--- config.mk ---
export PLATFORM = sky130hd
export DESIGN_NAME = alternate_function_remap
export DESIGN_NICKNAME = d
export VERILOG_FILES = /design/src/verilog/alt_func_pkg.sv /design/src/verilog/route_cfg_if.sv /design/src/verilog/event_pin_router.sv /design/src/verilog/remap_pin_decoder.sv /design/src/verilog/alternate_function_remap.sv
export SDC_FILE = /design/constraint.sdc
export NUM_CORES = 1
export LEC_CHECK = 0
export BUFFER_PORTS_ARGS = -buffer_cell sky130_fd_sc_hd__buf_2
export CORE_MARGIN = 10
export CORE_UTILIZATION = 56
export CTS_CLUSTER_DIAMETER = 120
export DETAILED_ROUTE_END_ITERATION = 8
export PLACE_DENSITY = 0.84
export SYNTH_ARGS = -nofsm -noshare
export SYNTH_HDL_FRONTEND = slang
export SYNTH_HIERARCHICAL = 1
export SYNTH_SLANG_ARGS = --single-unit
--- constraint.sdc ---
create_clock -name i_clk -period 2.1 [get_ports i_clk]
set_input_delay 0.105 -clock i_clk [delete_from_list [all_inputs] [get_ports i_clk]]
set_output_delay 0.105 -clock i_clk [all_outputs]
set_load 0.05 [all_outputs]
--- src/verilog/alt_func_pkg.sv ---
package alt_func_pkg;

  // ----------------------------------------------------------------
  // Bus geometry
  // ----------------------------------------------------------------
  localparam int          DATA_W     = 32;
  localparam int          ADDR_W     = 8;
  localparam int          REG_COUNT  = 7;
  localparam int          IDX_W      = 3;
  localparam logic [3:0]  FULL_STROBE = 4'hF;
  localparam logic [1:0]  WORD_ALIGN  = 2'h0;

  // ----------------------------------------------------------------
  // Register offsets (byte addresses)
  // ----------------------------------------------------------------
  localparam logic [ADDR_W-1:0] OFS_EVENT_ROUTE     = 8'h00;
  localparam logic [ADDR_W-1:0] OFS_REMAP_ONE       = 8'h04;
  localparam logic [ADDR_W-1:0] OFS_INT_SEL_ONE     = 8'h08;
  localparam logic [ADDR_W-1:0] OFS_INT_SEL_TWO     = 8'h0C;
  localparam logic [ADDR_W-1:0] OFS_INT_SEL_THREE   = 8'h10;
  localparam logic [ADDR_W-1:0] OFS_INT_SEL_FOUR    = 8'h14;
  localparam logic [ADDR_W-1:0] OFS_REMAP_TWO       = 8'h18;
  localparam logic [IDX_W-1:0]  IDX_EVENT_ROUTE     = OFS_EVENT_ROUTE[IDX_W+1:2];
  localparam logic [IDX_W-1:0]  IDX_REMAP_ONE       = OFS_REMAP_ONE[IDX_W+1:2];

  // ----------------------------------------------------------------
  // Reset values and writable masks
  // ----------------------------------------------------------------
  localparam logic [DATA_W-1:0] RESET_VALUE       = 32'h0000_0000;
  localparam logic [DATA_W-1:0] EVENT_ROUTE_MASK  = 32'h0000_00FF;
  localparam logic [DATA_W-1:0] REMAP_ONE_MASK    = 32'h0000_1FFF;
  localparam logic [DATA_W-1:0] FULL_MASK         = 32'hFFFF_FFFF;

  // ----------------------------------------------------------------
  // Field positions
  // ----------------------------------------------------------------
  localparam int EV_PIN_LSB  = 0;
  localparam int EV_PORT_LSB = 4;
  localparam int EV_EN_BIT   = 7;
  localparam int REMAP_ONE_W = 13;
  localparam int SPI_MV_BIT  = 0;
  localparam int I2C_MV_BIT  = 1;
  localparam int SER1_MV_BIT = 2;
  localparam int SER2_MV_BIT = 3;
  localparam int SER3_MV_LSB = 4;
  localparam int TMR1_MV_LSB = 6;
  localparam int TMR2_MV_LSB = 8;
  localparam int TMR3_MV_LSB = 10;
  localparam int TMR4_MV_BIT = 12;

  // ----------------------------------------------------------------
  // Ports and pin indices
  // ----------------------------------------------------------------
  typedef enum logic [2:0] {
    PORT_A = 3'h0,
    PORT_B = 3'h1,
    PORT_C = 3'h2,
    PORT_D = 3'h3,
    PORT_E = 3'h4
  } port_t;
  localparam int PIN_PER_PORT = 16;
  localparam int PIN_TOTAL    = 80;
  typedef logic [6:0] pin_idx_t;

  // Signal slots in the pin map, base of each peripheral
  localparam int SIG_SPI   = 0;
  localparam int SIG_I2C   = 4;
  localparam int SIG_SER1  = 6;
  localparam int SIG_SER2  = 8;
  localparam int SIG_SER3  = 13;
  localparam int SIG_TMR1  = 18;
  localparam int SIG_TMR2  = 27;
  localparam int SIG_TMR3  = 31;
  localparam int SIG_TMR4  = 36;
  localparam int SIG_COUNT = 41;

  // Pin index is port in the upper bits, pin number below
  function automatic pin_idx_t pin_at(port_t p, logic [3:0] n);
    return {p, n};
  endfunction

  // Writable bits of each register, by word index
  function automatic logic [DATA_W-1:0] reg_mask(logic [IDX_W-1:0] i);
    if (i == IDX_EVENT_ROUTE)
      return EVENT_ROUTE_MASK;
    if (i == IDX_REMAP_ONE)
      return REMAP_ONE_MASK;
    return FULL_MASK;
  endfunction

endpackage

--- src/verilog/route_cfg_if.sv ---
`timescale 1ns/1ps
interface route_cfg_if;
  import alt_func_pkg::*;

  logic [3:0]             event_pin_number;     // Pin within port
  logic [2:0]             event_port_choice;    // Port code
  logic                   event_output_enable;  // Event routing on
  logic                   core_event_output;    // Event level from core
  logic [REMAP_ONE_W-1:0] remap_one;            // Remap fields
  logic [PIN_TOTAL-1:0]   event_pin_oe;         // Decoded pin drive
  logic [PIN_TOTAL-1:0]   event_pin_level;      // Decoded pin level
  pin_idx_t               signal_pin [SIG_COUNT]; // Pin of each signal

  modport owner (
    output event_pin_number, event_port_choice, event_output_enable,
    output core_event_output, remap_one,
    input  event_pin_oe, event_pin_level, signal_pin
  );
  modport event_side (
    input  event_pin_number, event_port_choice, event_output_enable,
    input  core_event_output,
    output event_pin_oe, event_pin_level
  );
  modport remap_side (
    input  remap_one,
    output signal_pin
  );
endinterface

--- src/verilog/event_pin_router.sv ---
`timescale 1ns/1ps
module event_pin_router
  import alt_func_pkg::*;
(
  route_cfg_if.event_side cfg
);

  // ----------------------------------------------------------------
  // One decoder per pin
  // ----------------------------------------------------------------
  // Port codes above port E match no pin, so nothing is driven then
  genvar g;
  generate
    for (g = 0; g < PIN_TOTAL; g++) begin : g_pin
      localparam logic [2:0] PORT_CODE = 3'(g / PIN_PER_PORT);
      localparam logic [3:0] PIN_CODE  = 4'(g % PIN_PER_PORT);
      wire hit = (cfg.event_port_choice == PORT_CODE) &&
                 (cfg.event_pin_number == PIN_CODE);
      assign cfg.event_pin_oe[g]    = cfg.event_output_enable && hit;
      assign cfg.event_pin_level[g] = cfg.event_pin_oe[g] && cfg.core_event_output;
    end
  endgenerate

endmodule // event_pin_router

--- src/verilog/remap_pin_decoder.sv ---
`timescale 1ns/1ps
module remap_pin_decoder
  import alt_func_pkg::*;
(
  route_cfg_if.remap_side cfg
);

  // ----------------------------------------------------------------
  // Field extraction
  // ----------------------------------------------------------------
  wire       spi_one_pin_move    = cfg.remap_one[SPI_MV_BIT];
  wire       i2c_one_pin_move    = cfg.remap_one[I2C_MV_BIT];
  wire       serial_one_pin_move = cfg.remap_one[SER1_MV_BIT];
  wire       serial_two_pin_move = cfg.remap_one[SER2_MV_BIT];
  wire [1:0] serial_three_pin_move = cfg.remap_one[SER3_MV_LSB +: 2];
  wire [1:0] timer_one_pin_move    = cfg.remap_one[TMR1_MV_LSB +: 2];
  wire [1:0] timer_two_pin_move    = cfg.remap_one[TMR2_MV_LSB +: 2];
  wire [1:0] timer_three_pin_move  = cfg.remap_one[TMR3_MV_LSB +: 2];
  wire       timer_four_pin_move   = cfg.remap_one[TMR4_MV_BIT];

  // ----------------------------------------------------------------
  // Pin table; unused codes fall back to the default set
  // ----------------------------------------------------------------
  always_comb begin
    // SPI: nss, sck, miso, mosi
    for (int k = 0; k < 4; k++) begin
      cfg.signal_pin[SIG_SPI+k] = pin_at(PORT_A, 4'(k + 4));
    end
    if (spi_one_pin_move) begin
      cfg.signal_pin[SIG_SPI]   = pin_at(PORT_A, 4'hF);
      for (int k = 1; k < 4; k++) begin
        cfg.signal_pin[SIG_SPI+k] = pin_at(PORT_B, 4'(k + 2));
      end
    end
    // I2C: scl, sda
    for (int k = 0; k < 2; k++) begin
      cfg.signal_pin[SIG_I2C+k] = pin_at(PORT_B,
        i2c_one_pin_move ? 4'(k + 8) : 4'(k + 6));
    end
    // Serial one: tx, rx
    cfg.signal_pin[SIG_SER1]   = serial_one_pin_move ? pin_at(PORT_B, 4'h6)
                                                     : pin_at(PORT_A, 4'h9);
    cfg.signal_pin[SIG_SER1+1] = serial_one_pin_move ? pin_at(PORT_B, 4'h7)
                                                     : pin_at(PORT_A, 4'hA);
    // Serial two: cts, rts, tx, rx, ck
    for (int k = 0; k < 5; k++) begin
      cfg.signal_pin[SIG_SER2+k] = serial_two_pin_move ? pin_at(PORT_D, 4'(k + 3))
                                                       : pin_at(PORT_A, 4'(k));
    end
    // Serial three: tx, rx, ck, cts, rts
    for (int k = 0; k < 5; k++) begin
      cfg.signal_pin[SIG_SER3+k] = pin_at(PORT_B, 4'(k + 10));
      if (serial_three_pin_move == 2'h3) begin
        cfg.signal_pin[SIG_SER3+k] = pin_at(PORT_D, 4'(k + 8));
      end else if (serial_three_pin_move == 2'h1 && k < 3) begin
        cfg.signal_pin[SIG_SER3+k] = pin_at(PORT_C, 4'(k + 10));
      end
    end
    // Timer one: etr, ch1..ch4, break, ch1n..ch3n
    cfg.signal_pin[SIG_TMR1] = pin_at(PORT_A, 4'hC);
    for (int k = 1; k < 5; k++) begin
      cfg.signal_pin[SIG_TMR1+k] = pin_at(PORT_A, 4'(k + 7));
    end
    for (int k = 5; k < 9; k++) begin
      cfg.signal_pin[SIG_TMR1+k] = pin_at(PORT_B, 4'(k + 7));
    end
    if (timer_one_pin_move == 2'h1) begin
      cfg.signal_pin[SIG_TMR1+5] = pin_at(PORT_A, 4'h6);
      cfg.signal_pin[SIG_TMR1+6] = pin_at(PORT_A, 4'h7);
      cfg.signal_pin[SIG_TMR1+7] = pin_at(PORT_B, 4'h0);
      cfg.signal_pin[SIG_TMR1+8] = pin_at(PORT_B, 4'h1);
    end else if (timer_one_pin_move == 2'h3) begin
      cfg.signal_pin[SIG_TMR1]   = pin_at(PORT_E, 4'h7);
      cfg.signal_pin[SIG_TMR1+1] = pin_at(PORT_E, 4'h9);
      cfg.signal_pin[SIG_TMR1+2] = pin_at(PORT_E, 4'hB);
      cfg.signal_pin[SIG_TMR1+3] = pin_at(PORT_E, 4'hD);
      cfg.signal_pin[SIG_TMR1+4] = pin_at(PORT_E, 4'hE);
      cfg.signal_pin[SIG_TMR1+5] = pin_at(PORT_E, 4'hF);
      for (int k = 6; k < 9; k++) begin
        cfg.signal_pin[SIG_TMR1+k] = pin_at(PORT_E, 4'(2 * k - 4));
      end
    end
    // Timer two: ch1/etr, ch2 on low bit; ch3, ch4 on high bit
    cfg.signal_pin[SIG_TMR2]   = timer_two_pin_move[0] ? pin_at(PORT_A, 4'hF)
                                                       : pin_at(PORT_A, 4'h0);
    cfg.signal_pin[SIG_TMR2+1] = timer_two_pin_move[0] ? pin_at(PORT_B, 4'h3)
                                                       : pin_at(PORT_A, 4'h1);
    for (int k = 2; k < 4; k++) begin
      cfg.signal_pin[SIG_TMR2+k] = timer_two_pin_move[1] ? pin_at(PORT_B, 4'(k + 8))
                                                         : pin_at(PORT_A, 4'(k));
    end
    // Timer three: ch1..ch4, etr fixed
    cfg.signal_pin[SIG_TMR3]   = pin_at(PORT_A, 4'h6);
    cfg.signal_pin[SIG_TMR3+1] = pin_at(PORT_A, 4'h7);
    cfg.signal_pin[SIG_TMR3+2] = pin_at(PORT_B, 4'h0);
    cfg.signal_pin[SIG_TMR3+3] = pin_at(PORT_B, 4'h1);
    if (timer_three_pin_move == 2'h2) begin
      cfg.signal_pin[SIG_TMR3]   = pin_at(PORT_B, 4'h4);
      cfg.signal_pin[SIG_TMR3+1] = pin_at(PORT_B, 4'h5);
    end else if (timer_three_pin_move == 2'h3) begin
      for (int k = 0; k < 4; k++) begin
        cfg.signal_pin[SIG_TMR3+k] = pin_at(PORT_C, 4'(k + 6));
      end
    end
    cfg.signal_pin[SIG_TMR3+4] = pin_at(PORT_D, 4'h2);
    // Timer four: ch1..ch4, etr fixed
    for (int k = 0; k < 4; k++) begin
      cfg.signal_pin[SIG_TMR4+k] = timer_four_pin_move ? pin_at(PORT_D, 4'(k + 12))
                                                       : pin_at(PORT_B, 4'(k + 6));
    end
    cfg.signal_pin[SIG_TMR4+4] = pin_at(PORT_E, 4'h0);
  end

endmodule // remap_pin_decoder

--- src/verilog/alternate_function_remap.sv ---
// What this block does
// - Seven word registers decoded at fixed offsets
// - Pin field picks event pin 0-15
// - Port field picks event port A-E
// - Enable bit routes event; else none
// - Event and remap one reset zero
// - SPI and I2C pin sets move
// - Serial one tx/rx move to port B
// - Serial two lines move to port D
// - Serial three partial/complete moves; 10 ignored
// - Timer one partial/complete moves; 10 ignored
// - Timer two moves each channel pair
// - Timer three sets; 01 ignored; trigger fixed
// - Timer four bit selects alternate set
// - Alternate timer four set PD12-PD15
`timescale 1ns/1ps
module alternate_function_remap
  import alt_func_pkg::*;
(
  input  wire logic                      i_clk,            // Gated peripheral clock
  input  wire logic                      i_arst_n,         // Async reset, active low
  // Peripheral bus slave
  input  wire logic                      i_psel,           // Slave select
  input  wire logic                      i_penable,        // Access phase
  input  wire logic                      i_pwrite,         // Write when high
  input  wire logic [ADDR_W-1:0]         i_paddr,          // Byte address
  input  wire logic [3:0]                i_pstrb,          // Byte strobes
  input  wire logic [DATA_W-1:0]         i_pwdata,         // Write data
  output logic      [DATA_W-1:0]         o_prdata,         // Read data
  output logic                           o_pready,         // Transfer done
  output logic                           o_pslverr,        // Error answer
  // Core event and pin routing
  input  wire logic                      i_core_event_output, // Event from core
  output logic      [PIN_TOTAL-1:0]      o_event_pin_oe,      // Pin takes event
  output logic      [PIN_TOTAL-1:0]      o_event_pin_level,   // Event level on pin
  output logic      [SIG_COUNT*7-1:0]    o_signal_pin_map     // Pin of each signal
);

  // ----------------------------------------------------------------
  // Storage and output flops
  // ----------------------------------------------------------------
  logic [DATA_W-1:0]    regs_ff [REG_COUNT];  // Register file
  logic [DATA_W-1:0]    rdata_ff;             // Read data held for access
  logic                 ready_ff;             // Ready in access phase
  logic                 slverr_ff;            // Error in access phase
  logic [PIN_TOTAL-1:0] event_oe_ff;          // Registered pin drive
  logic [PIN_TOTAL-1:0] event_level_ff;       // Registered pin level
  logic [SIG_COUNT*7-1:0] pin_map_ff;         // Registered pin map

  // ----------------------------------------------------------------
  // Address decode
  // ----------------------------------------------------------------
  // Word index comes straight from the byte address
  wire [IDX_W-1:0] reg_idx     = i_paddr[IDX_W+1:2];
  // Upper address bits must be clear for a hit
  wire             upper_clear = (i_paddr[ADDR_W-1:IDX_W+2] == '0);
  // Only aligned words land on a register
  wire             aligned     = (i_paddr[1:0] == WORD_ALIGN);
  // Index beyond the last register is unmapped
  wire             idx_in_map  = (reg_idx < IDX_W'(REG_COUNT));
  wire             addr_hit    = upper_clear && aligned && idx_in_map;
  // Partial strobes on writes are refused; nothing is written then
  wire             full_word   = (i_pstrb == FULL_STROBE);

  // ----------------------------------------------------------------
  // Phase decode
  // ----------------------------------------------------------------
  // Setup phase: answer is prepared here for zero wait states
  wire setup_phase  = i_psel && !i_penable;
  // Access phase: writes commit here
  wire access_phase = i_psel && i_penable;
  // Legal write: mapped, aligned, full strobes
  wire write_ok     = access_phase && i_pwrite && addr_hit && full_word;
  // Error for any unmapped access or partial write
  wire access_bad   = !addr_hit || (i_pwrite && !full_word);

  // ----------------------------------------------------------------
  // Read selection
  // ----------------------------------------------------------------
  // Unmapped reads return zero alongside the error answer
  wire [DATA_W-1:0] read_word  = addr_hit ? regs_ff[reg_idx] : RESET_VALUE;
  // Reserved bits always read zero
  wire [DATA_W-1:0] read_value = read_word & reg_mask(reg_idx);
  // Strobes are ignored on reads, as the bus allows
  wire [DATA_W-1:0] nxt_rdata  = (setup_phase && !i_pwrite) ? read_value : RESET_VALUE;

  // ----------------------------------------------------------------
  // Register file, one entry per word
  // ----------------------------------------------------------------
  // Stored value is already masked, so reserved bits stay zero even
  // though the config outputs read the whole word
  genvar g;
  generate
    for (g = 0; g < REG_COUNT; g++) begin : g_reg
      localparam logic [IDX_W-1:0] MY_IDX = IDX_W'(g);
      wire hit_me = write_ok && (reg_idx == MY_IDX);
      // Entry update
      always_ff @(posedge i_clk or negedge i_arst_n) begin
        if (!i_arst_n) begin
          regs_ff[g] <= RESET_VALUE;
        end else if (hit_me) begin
          regs_ff[g] <= i_pwdata & reg_mask(MY_IDX);
        end
      end
    end
  endgenerate

  // ----------------------------------------------------------------
  // Bus answer
  // ----------------------------------------------------------------
  // Ready rises for the access phase only; one transfer per two cycles
  always_ff @(posedge i_clk or negedge i_arst_n) begin
    if (!i_arst_n) begin
      ready_ff  <= 1'b0;
      slverr_ff <= 1'b0;
      rdata_ff  <= RESET_VALUE;
    end else begin
      ready_ff  <= setup_phase;
      slverr_ff <= setup_phase && access_bad;
      rdata_ff  <= nxt_rdata;
    end
  end

  assign o_prdata  = rdata_ff;
  assign o_pready  = ready_ff;
  assign o_pslverr = slverr_ff;

  // ----------------------------------------------------------------
  // Configuration to the decoders
  // ----------------------------------------------------------------
  // The register clock is gated upstream; writes made before the clock
  // is enabled are simply never seen
  route_cfg_if cfg ();

  wire [DATA_W-1:0] ev_word = regs_ff[IDX_EVENT_ROUTE];
  assign cfg.event_pin_number    = ev_word[EV_PIN_LSB +: 4];
  assign cfg.event_port_choice   = ev_word[EV_PORT_LSB +: 3];
  assign cfg.event_output_enable = ev_word[EV_EN_BIT];
  // Event comes from same-clock core logic, no synchroniser needed
  assign cfg.core_event_output   = i_core_event_output;
  assign cfg.remap_one = regs_ff[IDX_REMAP_ONE][REMAP_ONE_W-1:0];

  // Event pin decode
  event_pin_router u_event_router (
    .cfg (cfg.event_side)
  );

  // Remap pin decode
  remap_pin_decoder u_remap_decoder (
    .cfg (cfg.remap_side)
  );

  // ----------------------------------------------------------------
  // Pin map flattening
  // ----------------------------------------------------------------
  // Slot k sits at bits 7k+6..7k of the flat map
  logic [SIG_COUNT*7-1:0] nxt_pin_map;
  generate
    for (g = 0; g < SIG_COUNT; g++) begin : g_map
      assign nxt_pin_map[g*7 +: 7] = cfg.signal_pin[g];
    end
  endgenerate

  // ----------------------------------------------------------------
  // Output registers
  // ----------------------------------------------------------------
  // One cycle of latency on the event traded for glitch-free outputs
  always_ff @(posedge i_clk or negedge i_arst_n) begin
    if (!i_arst_n) begin
      event_oe_ff    <= '0;
      event_level_ff <= '0;
    end else begin
      event_oe_ff    <= cfg.event_pin_oe;
      event_level_ff <= cfg.event_pin_level;
    end
  end

  // Pin map reset loads zero into every slot, not the default sets
  always_ff @(posedge i_clk or negedge i_arst_n) begin
    if (!i_arst_n) begin
      pin_map_ff <= '0;
    end else begin
      pin_map_ff <= nxt_pin_map;
    end
  end

  assign o_event_pin_oe    = event_oe_ff;
  assign o_event_pin_level = event_level_ff;
  assign o_signal_pin_map  = pin_map_ff;

endmodule // alternate_function_remap

==> flow_summary.ini, run 1 <==
[status]
status = finished clean

[synth]
synth_edf_count = 0
syn-cell-area_um2 = 24000
avgSynthCellArea_um2 = 14.8
ys_types = 43
synth.most_common_cell = dfrtp_1
synth_top_area_share = 0.690
yosys_warnings = 6
synthTopCellsByArea = dfrtp_1 (69%), mux2_2 (9.6%), buf_4 (8.5%)
postSynthCellCount = 1618
yosys-top-cells-count = dfrtp_1 (662), buf_4 (272), mux2_2 (204), nor3_1 (151), clkbuf_1 (57)
async_reset_ff_frac = 1.00
synth_top_area_cell = dfrtp_1
synth.yosys.seq_area_share = 0.690
synthFlopType = dfrtp_1
ys_ff_latch = 662

[clock_tree]
cts_buffers = 66
clk_pin_slew_ns = 0.06
cts_tree = done
root_buffer = clkbuf_16
cts_sinks = 662
clock_latency_ns = 0.57
htreeDepth = 3
cts_buffer_depth = 3

[drt]
drt-total-wl_um = 57600
drc = 0
ant_nets = 0
num_vias = 13961
wl_met3_um = 3900
routedWlPerCell_um = 21.3
route.met2.wl_um = 31200
first_pass_iters = 7
m1WireLength_um = 20900
viasPerCell = 5.16
top_layer_used = met4
first_iter_violations = 823

[worst_setup_path]
cp-start-kind = primary input
crit_fanout = 28
path_class = primary input to flip-flop
worstPathRequired_ns = 2.60
critPathArrivalTime_ns = 2.46
endpoint_kind = flip-flop

[sta]
period_minus_slack_ns = 1.96
finalSetupViolations = 0
setup_tns_ns = 0
clock-skew-final_ns = 0.0200
min_period_over_period = 0.932
worst_slew_margin_rel = 0.357
fmax_mhz = 511
hold_violations = 0
slew_violations = 0
grt_setup_unrepaired = no
worstMarginPinSlew_ns = 0.964

[global_route]
grt_pass1_wl_um = 87100
grt_max_degree = 76
grt_antenna_before_repair = 7
grt_pass1_vias = 14720
grt_use_total = 0.220
gr-total-overflow = 0

[min_path]
holdCritPathClass = primary input to flip-flop

[die]
num_io_pins = 531
die_y_um = 227
die_area_um2 = 51600
core_area_um2 = 42100
initial_core_util = 0.570
die_x_um = 227
rows = 75

[final_layout]
final_nets = 2163
stdcell_area_um2 = 28900
area.growth.synth_to_final_pct = 20.3
layout-drive-gt1-share = 0.440

[placed_design]
routabilityCongestion = 0.799
portBuffers = 530
dp_hpwl_um = 39700
postPlaceCellArea_um2 = 26100

[pwr]
power.leakage_nw = 15.0
vdd.ir_drop.worst_v = 0.000679
power.density_nw_per_um2 = 930

[flow_run]
maxCapViolCount = 0
==> routing by layer <==
| layer | vias to the layer above | global-route usage |
|---|---|---|
| met1 | 7202 | 0.256 |
| met5 | - | 0 |
| met2 | 567 | 0.394 |
| met3 | 109 | 0.0465 |
| met4 | 0 | 0.0802 |
| li1 | 6083 | - |
==> cell type report <==
class / count / area, µm²
flip-flops and latches: 662 / 16600
fillers: 2747 / 13300
multi-input cells: 735 / 5490
repair buffers: 641 / 3780
clock buffers: 84 / 1840
well taps: 539 / 674
clock inverters: 30 / 482
inverters: 7 / 26.3
diodes: 7 / 17.5
==> power by group <==
part	switching [mW]	internal [mW]
clock	4.73	7.69
sequential	0.0451	12.9
combinational	1.16	0.314
total	5.94	20.9
==> path summary, 6_finish.rpt <==
path / start / depth (start not counted) / endpoint / slack [ns]
worst max-delay path: i_paddr[4] / 8 / o_prdata[1]$_DFF_PN0_ / 0.14
max in group asynchronous: i_arst_n / 4 / o_event_pin_level[34]$_DFF_PN0_ / 1.17
worst min-delay path: i_paddr[7] / 4 / o_prdata[26]$_DFF_PN0_ / 0.04
worst max register to register: ev_word[7]$_DFFE_PN0P_ / 2 / o_event_pin_level[78]$_DFF_PN0_ / 0.28
worst min register to register: cfg.remap_one[1]$_DFFE_PN0P_ / 0 / o_signal_pin_map[31]$_DFF_PN0_ / 0.47
min in group asynchronous: i_arst_n / 2 / o_prdata[28]$_DFF_PN0_ / 0.05
==> placed cells by master, fill, tap and decap left out, types with 12 or more instances in the layout <==
master	Yosys	layout
mux2i_1	13	13
conb_1	2	155
dlygate4sd3_1	0	39
bufinv_16	0	12
buf_2	10	528
a22oi_1	19	19
mux2_2	204	204
mux2_1	27	27
buf_12	0	15
nand3_1	20	19
clkbuf_16	0	67
buf_4	272	58
dfrtp_1	662	662
nor3_1	151	151
nor2b_1	22	20
a21oi_1	18	18
==> cell families after synthesis <==
group	Yosys count	synth area share
DFF	662	0.690
muxes	244	0.114
other	2	0.000313
buffers and inverters	374	0.106
and+or+nand+nor	259	0.0670
AOI/OAI and AO/OA	77	0.0229
==> stage by stage <==
step / std cells / setup WS (ns) / power, mW / util / hold slack (ns)
global placement: 2545 / 0.159 / 14.6 / 0.621 / 0.0772
finish: 2705 / 0.142 / 26.9 / 0.686 / 0.0446
detailed placement: 2545 / 0.125 / 14.6 / 0.621 / 0.0747
floorplan: 1771 / 0.378 / 14.1 / - / -0.191
global route: 2703 / 0.000314 / 27.7 / 0.685 / 0.0425
CTS: 2697 / 0.195 / 27.1 / 0.685 / 0.0744
==> sequential cells by signal, summed over array words and instances, names as in the netlist <==
register	flops
regs_ff	160
o_event_pin_level	80
ev_word	8
o_prdata	32
o_signal_pin_map	287
o_pslverr	1
o_pready	1
o_event_pin_oe	80
cfg.remap_one	13
==> what timing repair did <==
item / in CTS / in global routing
setup endpoints to repair: 0 / 1
resized for setup: 0 / 2
hold buffers: 38 / 1
endpoints found under the hold margin: 582 / 1
buffers inserted: 0 / 0
==> critical path, cell delays in order <==
cell and delay [ns]:
dlygate4sd3_1 0.52, buf_2 0.14, buf_4 0.24, a311oi_1 0.50
nand3_1 0.12, buf_4 0.23, a2111oi_0 0.39, buf_4 0.20
Power figures use the tool's default switching activity.
==> run 2, diff against run 1 <==
- SETUP_SLACK_MARGIN: not set -> 0.15
==> flow_summary.ini, run 2 (same netlist as run 1, synthesis figures left out) <==
[final_layout]
utilization = 0.686
layout_common_cells = dfrtp_1 (662), buf_2 (528), mux2_2 (204), conb_1 (155), nor3_1 (151)
final_nets = 2163
finalNonFillerCells = 2706
largest_register_ffs = 287
layout_commonest_cell = dfrtp_1
layout-drive-gt1-share = 0.440
area.growth.synth_to_final_pct = 20.4

[worst_setup_path]
worstPathRequired_ns = 2.54
worstPathBufferInverterCount = 3
path_delay_family = buffers and inverters
cp_cell_sequence = dlygate4sd3_1 -> buf_2 -> or4_4 -> nor4_4 -> buf_4 -> mux2_2
crit_fanout = 9
crit_cells = 6
path_class = primary input to flip-flop
crit_path_top_delay_cell = or4_4
cp-start-kind = primary input
reg2reg_depth = 3
critPathArrivalTime_ns = 2.31
endpoint_kind = flip-flop
cpPeakStageDelay_ns = 0.62

[pwr]
power.leakage_nw = 15.0
vdd.ir_drop.worst_v = 0.000679
power.density_nw_per_um2 = 929

[die]
die_y_um = 227
num_io_pins = 531
core_area_um2 = 42100
initial_core_util = 0.570
die_area_um2 = 51600
rows = 75
die_x_um = 227

[global_route]
grt_use_total = 0.220
gr-total-overflow = 0
grt_max_degree = 76
grt_antenna_before_repair = 7
grt_pass1_wl_um = 87100
grt_pass1_vias = 14720

[sta]
worst_slew_margin_rel = 0.361
clock-skew-final_ns = 0.0207
slew_violations = 0
finalSetupViolations = 0
period_minus_slack_ns = 1.87
fmax_mhz = 535
grt_setup_unrepaired = no
hold_ws_ns = 0.0292
hold_violations = 0
setup_tns_ns = 0
worstMarginPinSlew_ns = 0.958
min_period_over_period = 0.890

[placed_design]
portBuffers = 530
routabilityCongestion = 0.799
dp_hpwl_um = 39700
dp_cells = 2545

[clock_tree]
cts_tree = done
clk_pin_slew_ns = 0.06
htreeDepth = 3
clock_latency_ns = 0.57
cts_buffer_depth = 3
root_buffer = clkbuf_16
cts_buffers = 66
cts_sinks = 662

[drt]
routedWlPerCell_um = 21.3
drt-total-wl_um = 57600
drc = 0
first_pass_iters = 5
num_vias = 13940
first_iter_violations = 914
ant_nets = 0
viasPerCell = 5.15

[min_path]
min_path_cells = 4
holdCritPathClass = primary input to flip-flop

[flow_run]
maxCapViolCount = 0

[status]
status = finished clean
==> run 2: cell count changes in the layout (fill, tap and decap cells not counted), sizes merged <==
cell and delta:
diode +1
==> run 2: final timing paths <==
kind                                              start                         endpoint  slack, ns
min in group asynchronous                      i_arst_n           o_prdata[28]$_DFF_PN0_       0.05
hold reg to reg            cfg.remap_one[1]$_DFFE_PN0P_   o_signal_pin_map[31]$_DFF_PN0_       0.47
hold / removal                               i_paddr[7]           o_prdata[26]$_DFF_PN0_       0.03
max in group asynchronous                      i_arst_n  o_event_pin_level[34]$_DFF_PN0_       1.17
setup reg to reg                 ev_word[2]$_DFFE_PN0P_  o_event_pin_level[11]$_DFF_PN0_       0.35
setup / recovery                             i_paddr[4]         regs_ff[133]$_DFFE_PN0P_       0.23
==> run 2: metrics by stage <==
step	power, mW	setup WS, ns	cell area, µm²
4_1_cts	27.1	0.195	28800
3_5_place_dp	14.6	0.125	26100
6_report	26.9	0.231	28900
2_1_floorplan	14.1	0.378	24600
3_3_place_gp	14.6	0.159	26100
5_1_grt	27.7	0.178	28900
==> run 2: layout make-up <==
cell class | instances | area [µm²]
flip-flops and latches | 662 | 16600
fillers | 2744 | 13200
multi-input cells | 735 | 5510
repair buffers | 641 | 3780
clock buffers | 84 | 1840
well taps | 539 | 674
clock inverters | 30 | 482
inverters | 7 | 26.3
diodes | 8 | 20.0
==> run 2: what timing repair did <==
action | 4_1_cts | 5_1_grt
hold buffers | 38 | 1
setup buffers | 0 | 0
setup endpoints to repair | 0 | 56
resized for setup | 0 | 6
hold endpoints to repair | 582 | 1
==> run 2: worst register-to-register path, stage by stage, from the launching register on <==
cell and delay, ns:
dfrtp_1 0.44, nand3b_1 0.46, buf_4 0.38, nor3_1 0.33
==> run 2: power breakdown <==
| part | switching, mW | total [mW] | internal, mW |
|---|---|---|---|
| combinational | 1.17 | 1.48 | 0.315 |
| sequential | 0.0451 | 13.0 | 12.9 |
| clock | 4.73 | 12.4 | 7.69 |
==> run 2: routing by layer <==
layer,GRT usage,vias to the layer above,routed length [µm]
met5,0,-,0
met4,0.0802,0,1600
met3,0.0465,111,4040
met2,0.394,568,31100
met1,0.256,7170,20800
li1,-,6091,-
==> run 3, diff against run 2 <==
- CELL_PAD_IN_SITES_DETAIL_PLACEMENT: not set -> 0
- CELL_PAD_IN_SITES_GLOBAL_PLACEMENT: not set -> 1
- CORE_UTILIZATION: 56 -> 45
- PLACE_DENSITY: 0.84 -> 0.83
- SETUP_SLACK_MARGIN: 0.15 -> not set
==> flow_summary.ini, run 3 (same netlist as run 1, synthesis figures left out) <==
[worst_setup_path]
cpPeakStageDelay_ns = 0.54
r2r_start = ev_word[5]$_DFFE_PN0P_
cp-startpoint = i_penable
cp_cell_sequence = dlygate4sd3_1 -> buf_2 -> nand3_2 -> nor4_4 -> buf_12 -> mux2_2
crit_fanout = 25
cp-start-kind = primary input
critPathArrivalTime_ns = 2.29
path_delay_family = buffers and inverters
worstPathBufferInverterCount = 3
worstPathRequired_ns = 2.58
crit_path_top_delay_cell = dlygate4sd3_1
endpoint_kind = flip-flop
path_class = primary input to flip-flop

[sta]
clock-skew-final_ns = 0.0149
setup_tns_ns = 0
min_period_over_period = 0.864
slew_violations = 0
period_minus_slack_ns = 1.81
hold_violations = 0
worstMarginPinSlew_ns = 0.943
worst_slew_margin_rel = 0.371
grt_setup_unrepaired = no
finalSetupViolations = 0
fmax_mhz = 551
fin_ws_ns = 0.286

[die]
die_x_um = 251
core_area_um2 = 52700
rows = 84
initial_core_util = 0.456
die_y_um = 251
num_io_pins = 531
die_area_um2 = 63000

[final_layout]
stdcell_area_um2 = 29100
area.growth.synth_to_final_pct = 21.2
final_nets = 2155
finalNonFillerCells = 2846
layout_commonest_cell = dfrtp_1
layout_common_cells = dfrtp_1 (662), buf_2 (528), mux2_2 (204), conb_1 (155), nor3_1 (151)
layout-drive-gt1-share = 0.438
antenna_cells = 0
largest_register_ffs = 287

[clock_tree]
cts_buffer_depth = 3
clock_latency_ns = 0.60
cts_setup_buffers = 0
cts_sinks = 662
cts_tree = done
clk_pin_slew_ns = 0.06
htreeDepth = 3
root_buffer = clkbuf_16
cts_buffers = 70

[pwr]
power.leakage_nw = 15.0
p_sw_mw = 6.24
internal-power_mw = 21.1
p_seq_frac = 0.475
power.density_nw_per_um2 = 938
combPwrFrac = 0.054
vdd.ir_drop.worst_v = 0.000628
p_clk_frac = 0.471
swShare = 0.228

[drt]
first_iter_violations = 732
routedWlPerCell_um = 20.5
num_vias = 13618
first_pass_iters = 5
ant_nets = 0
drc = 0
viasPerCell = 4.78
drt-total-wl_um = 58300

[placed_design]
postPlaceCellArea_um2 = 26300
portBuffers = 530
routabilityCongestion = 0.781
pre_cts_slack_ns = 0.0788
dp_hpwl_um = 40000
dp_cells = 2683

[global_route]
grt_use_total = 0.184
grt_pass1_vias = 14609
gr-total-overflow = 0
grt_antenna_before_repair = 1
grt_pass1_wl_um = 90000
grt_max_degree = 87

[status]
status = finished clean

[min_path]
holdCritPathClass = primary input to async pin

[flow_run]
maxCapViolCount = 0
-- run 3: cell types whose count changed in the layout (fill, tap and decap cells not counted), sizes merged --
cell / before / now
clkbuf: 84 / 98
buf: 602 / 591
clkinvlp: 5 / 1
dlygate4sd3: 39 / 38
bufinv: 12 / 8
diode: 8 / 0
clkinv: 8 / 12
inv: 12 / 13
-- run 3: metrics by stage --
| step | power [mW] | hold WS [ns] | util |
|---|---|---|---|
| final | 27.3 | 0.0495 | 0.553 |
| after global routing | 28.3 | 0.0799 | 0.553 |
| after CTS | 27.6 | 0.0473 | 0.553 |
| after detailed placement | 14.6 | 0.102 | 0.499 |
| after global placement | 14.6 | 0.105 | 0.499 |
| after floorplan | 14.1 | -0.191 | - |
-- run 3: repair_timing --
item                      4_1_cts  5_1_grt
gates resized for setup         0        0
hold buffers                   38        0
hold endpoints to repair      673        0
-- run 3: per-layer routing --
layer / track usage / up-vias / wire (µm)
li1: - / 6047 / -
met1: 0.217 / 7038 / 22200
met2: 0.317 / 425 / 30600
met3: 0.0418 / 108 / 3550
met4: 0.0797 / 0 / 2000
met5: 0 / - / 0
-- run 3: area by class of cell --
type | instances | area (µm²)
fillers | 4289 | 23600
flip-flops and latches | 662 | 16600
multi-input cells | 735 | 5490
repair buffers | 629 | 3700
clock buffers | 98 | 2050
well taps | 688 | 861
clock inverters | 27 | 409
inverters | 7 | 26.3
-- run 3: path summary, 6_finish.rpt --
kind | to | cells after the start | slack, ns
hold / removal | o_signal_pin_map[125]$_DFF_PN0_ | 2 | 0.05
setup / recovery | regs_ff[51]$_DFFE_PN0P_ | 6 | 0.29
max in group asynchronous | o_signal_pin_map[220]$_DFF_PN0_ | 3 | 1.14
min in group i_clk | o_prdata[28]$_DFF_PN0_ | 4 | 0.11
hold reg to reg | o_signal_pin_map[38]$_DFF_PN0_ | 0 | 0.45
setup reg to reg | o_event_pin_oe[20]$_DFF_PN0_ | 2 | 0.43
-- run 3: power by group through the flow --
stage | clock network [mW] | registers (mW) | logic [mW]
CTS | 13.2 | 13.0 | 1.49
global route | 13.7 | 13.0 | 1.58
global placement | 0 | 13.2 | 1.41
detailed placement | 0 | 13.2 | 1.43
finish | 12.9 | 13.0 | 1.47
floorplan | 0 | 13.8 | 0.382
-- run 3: worst reg2reg max path, cell delays in order, from the launching register on --
cell	delay, ns
dfrtp_1	0.51
or3b_1	0.74
nor3_1	0.32
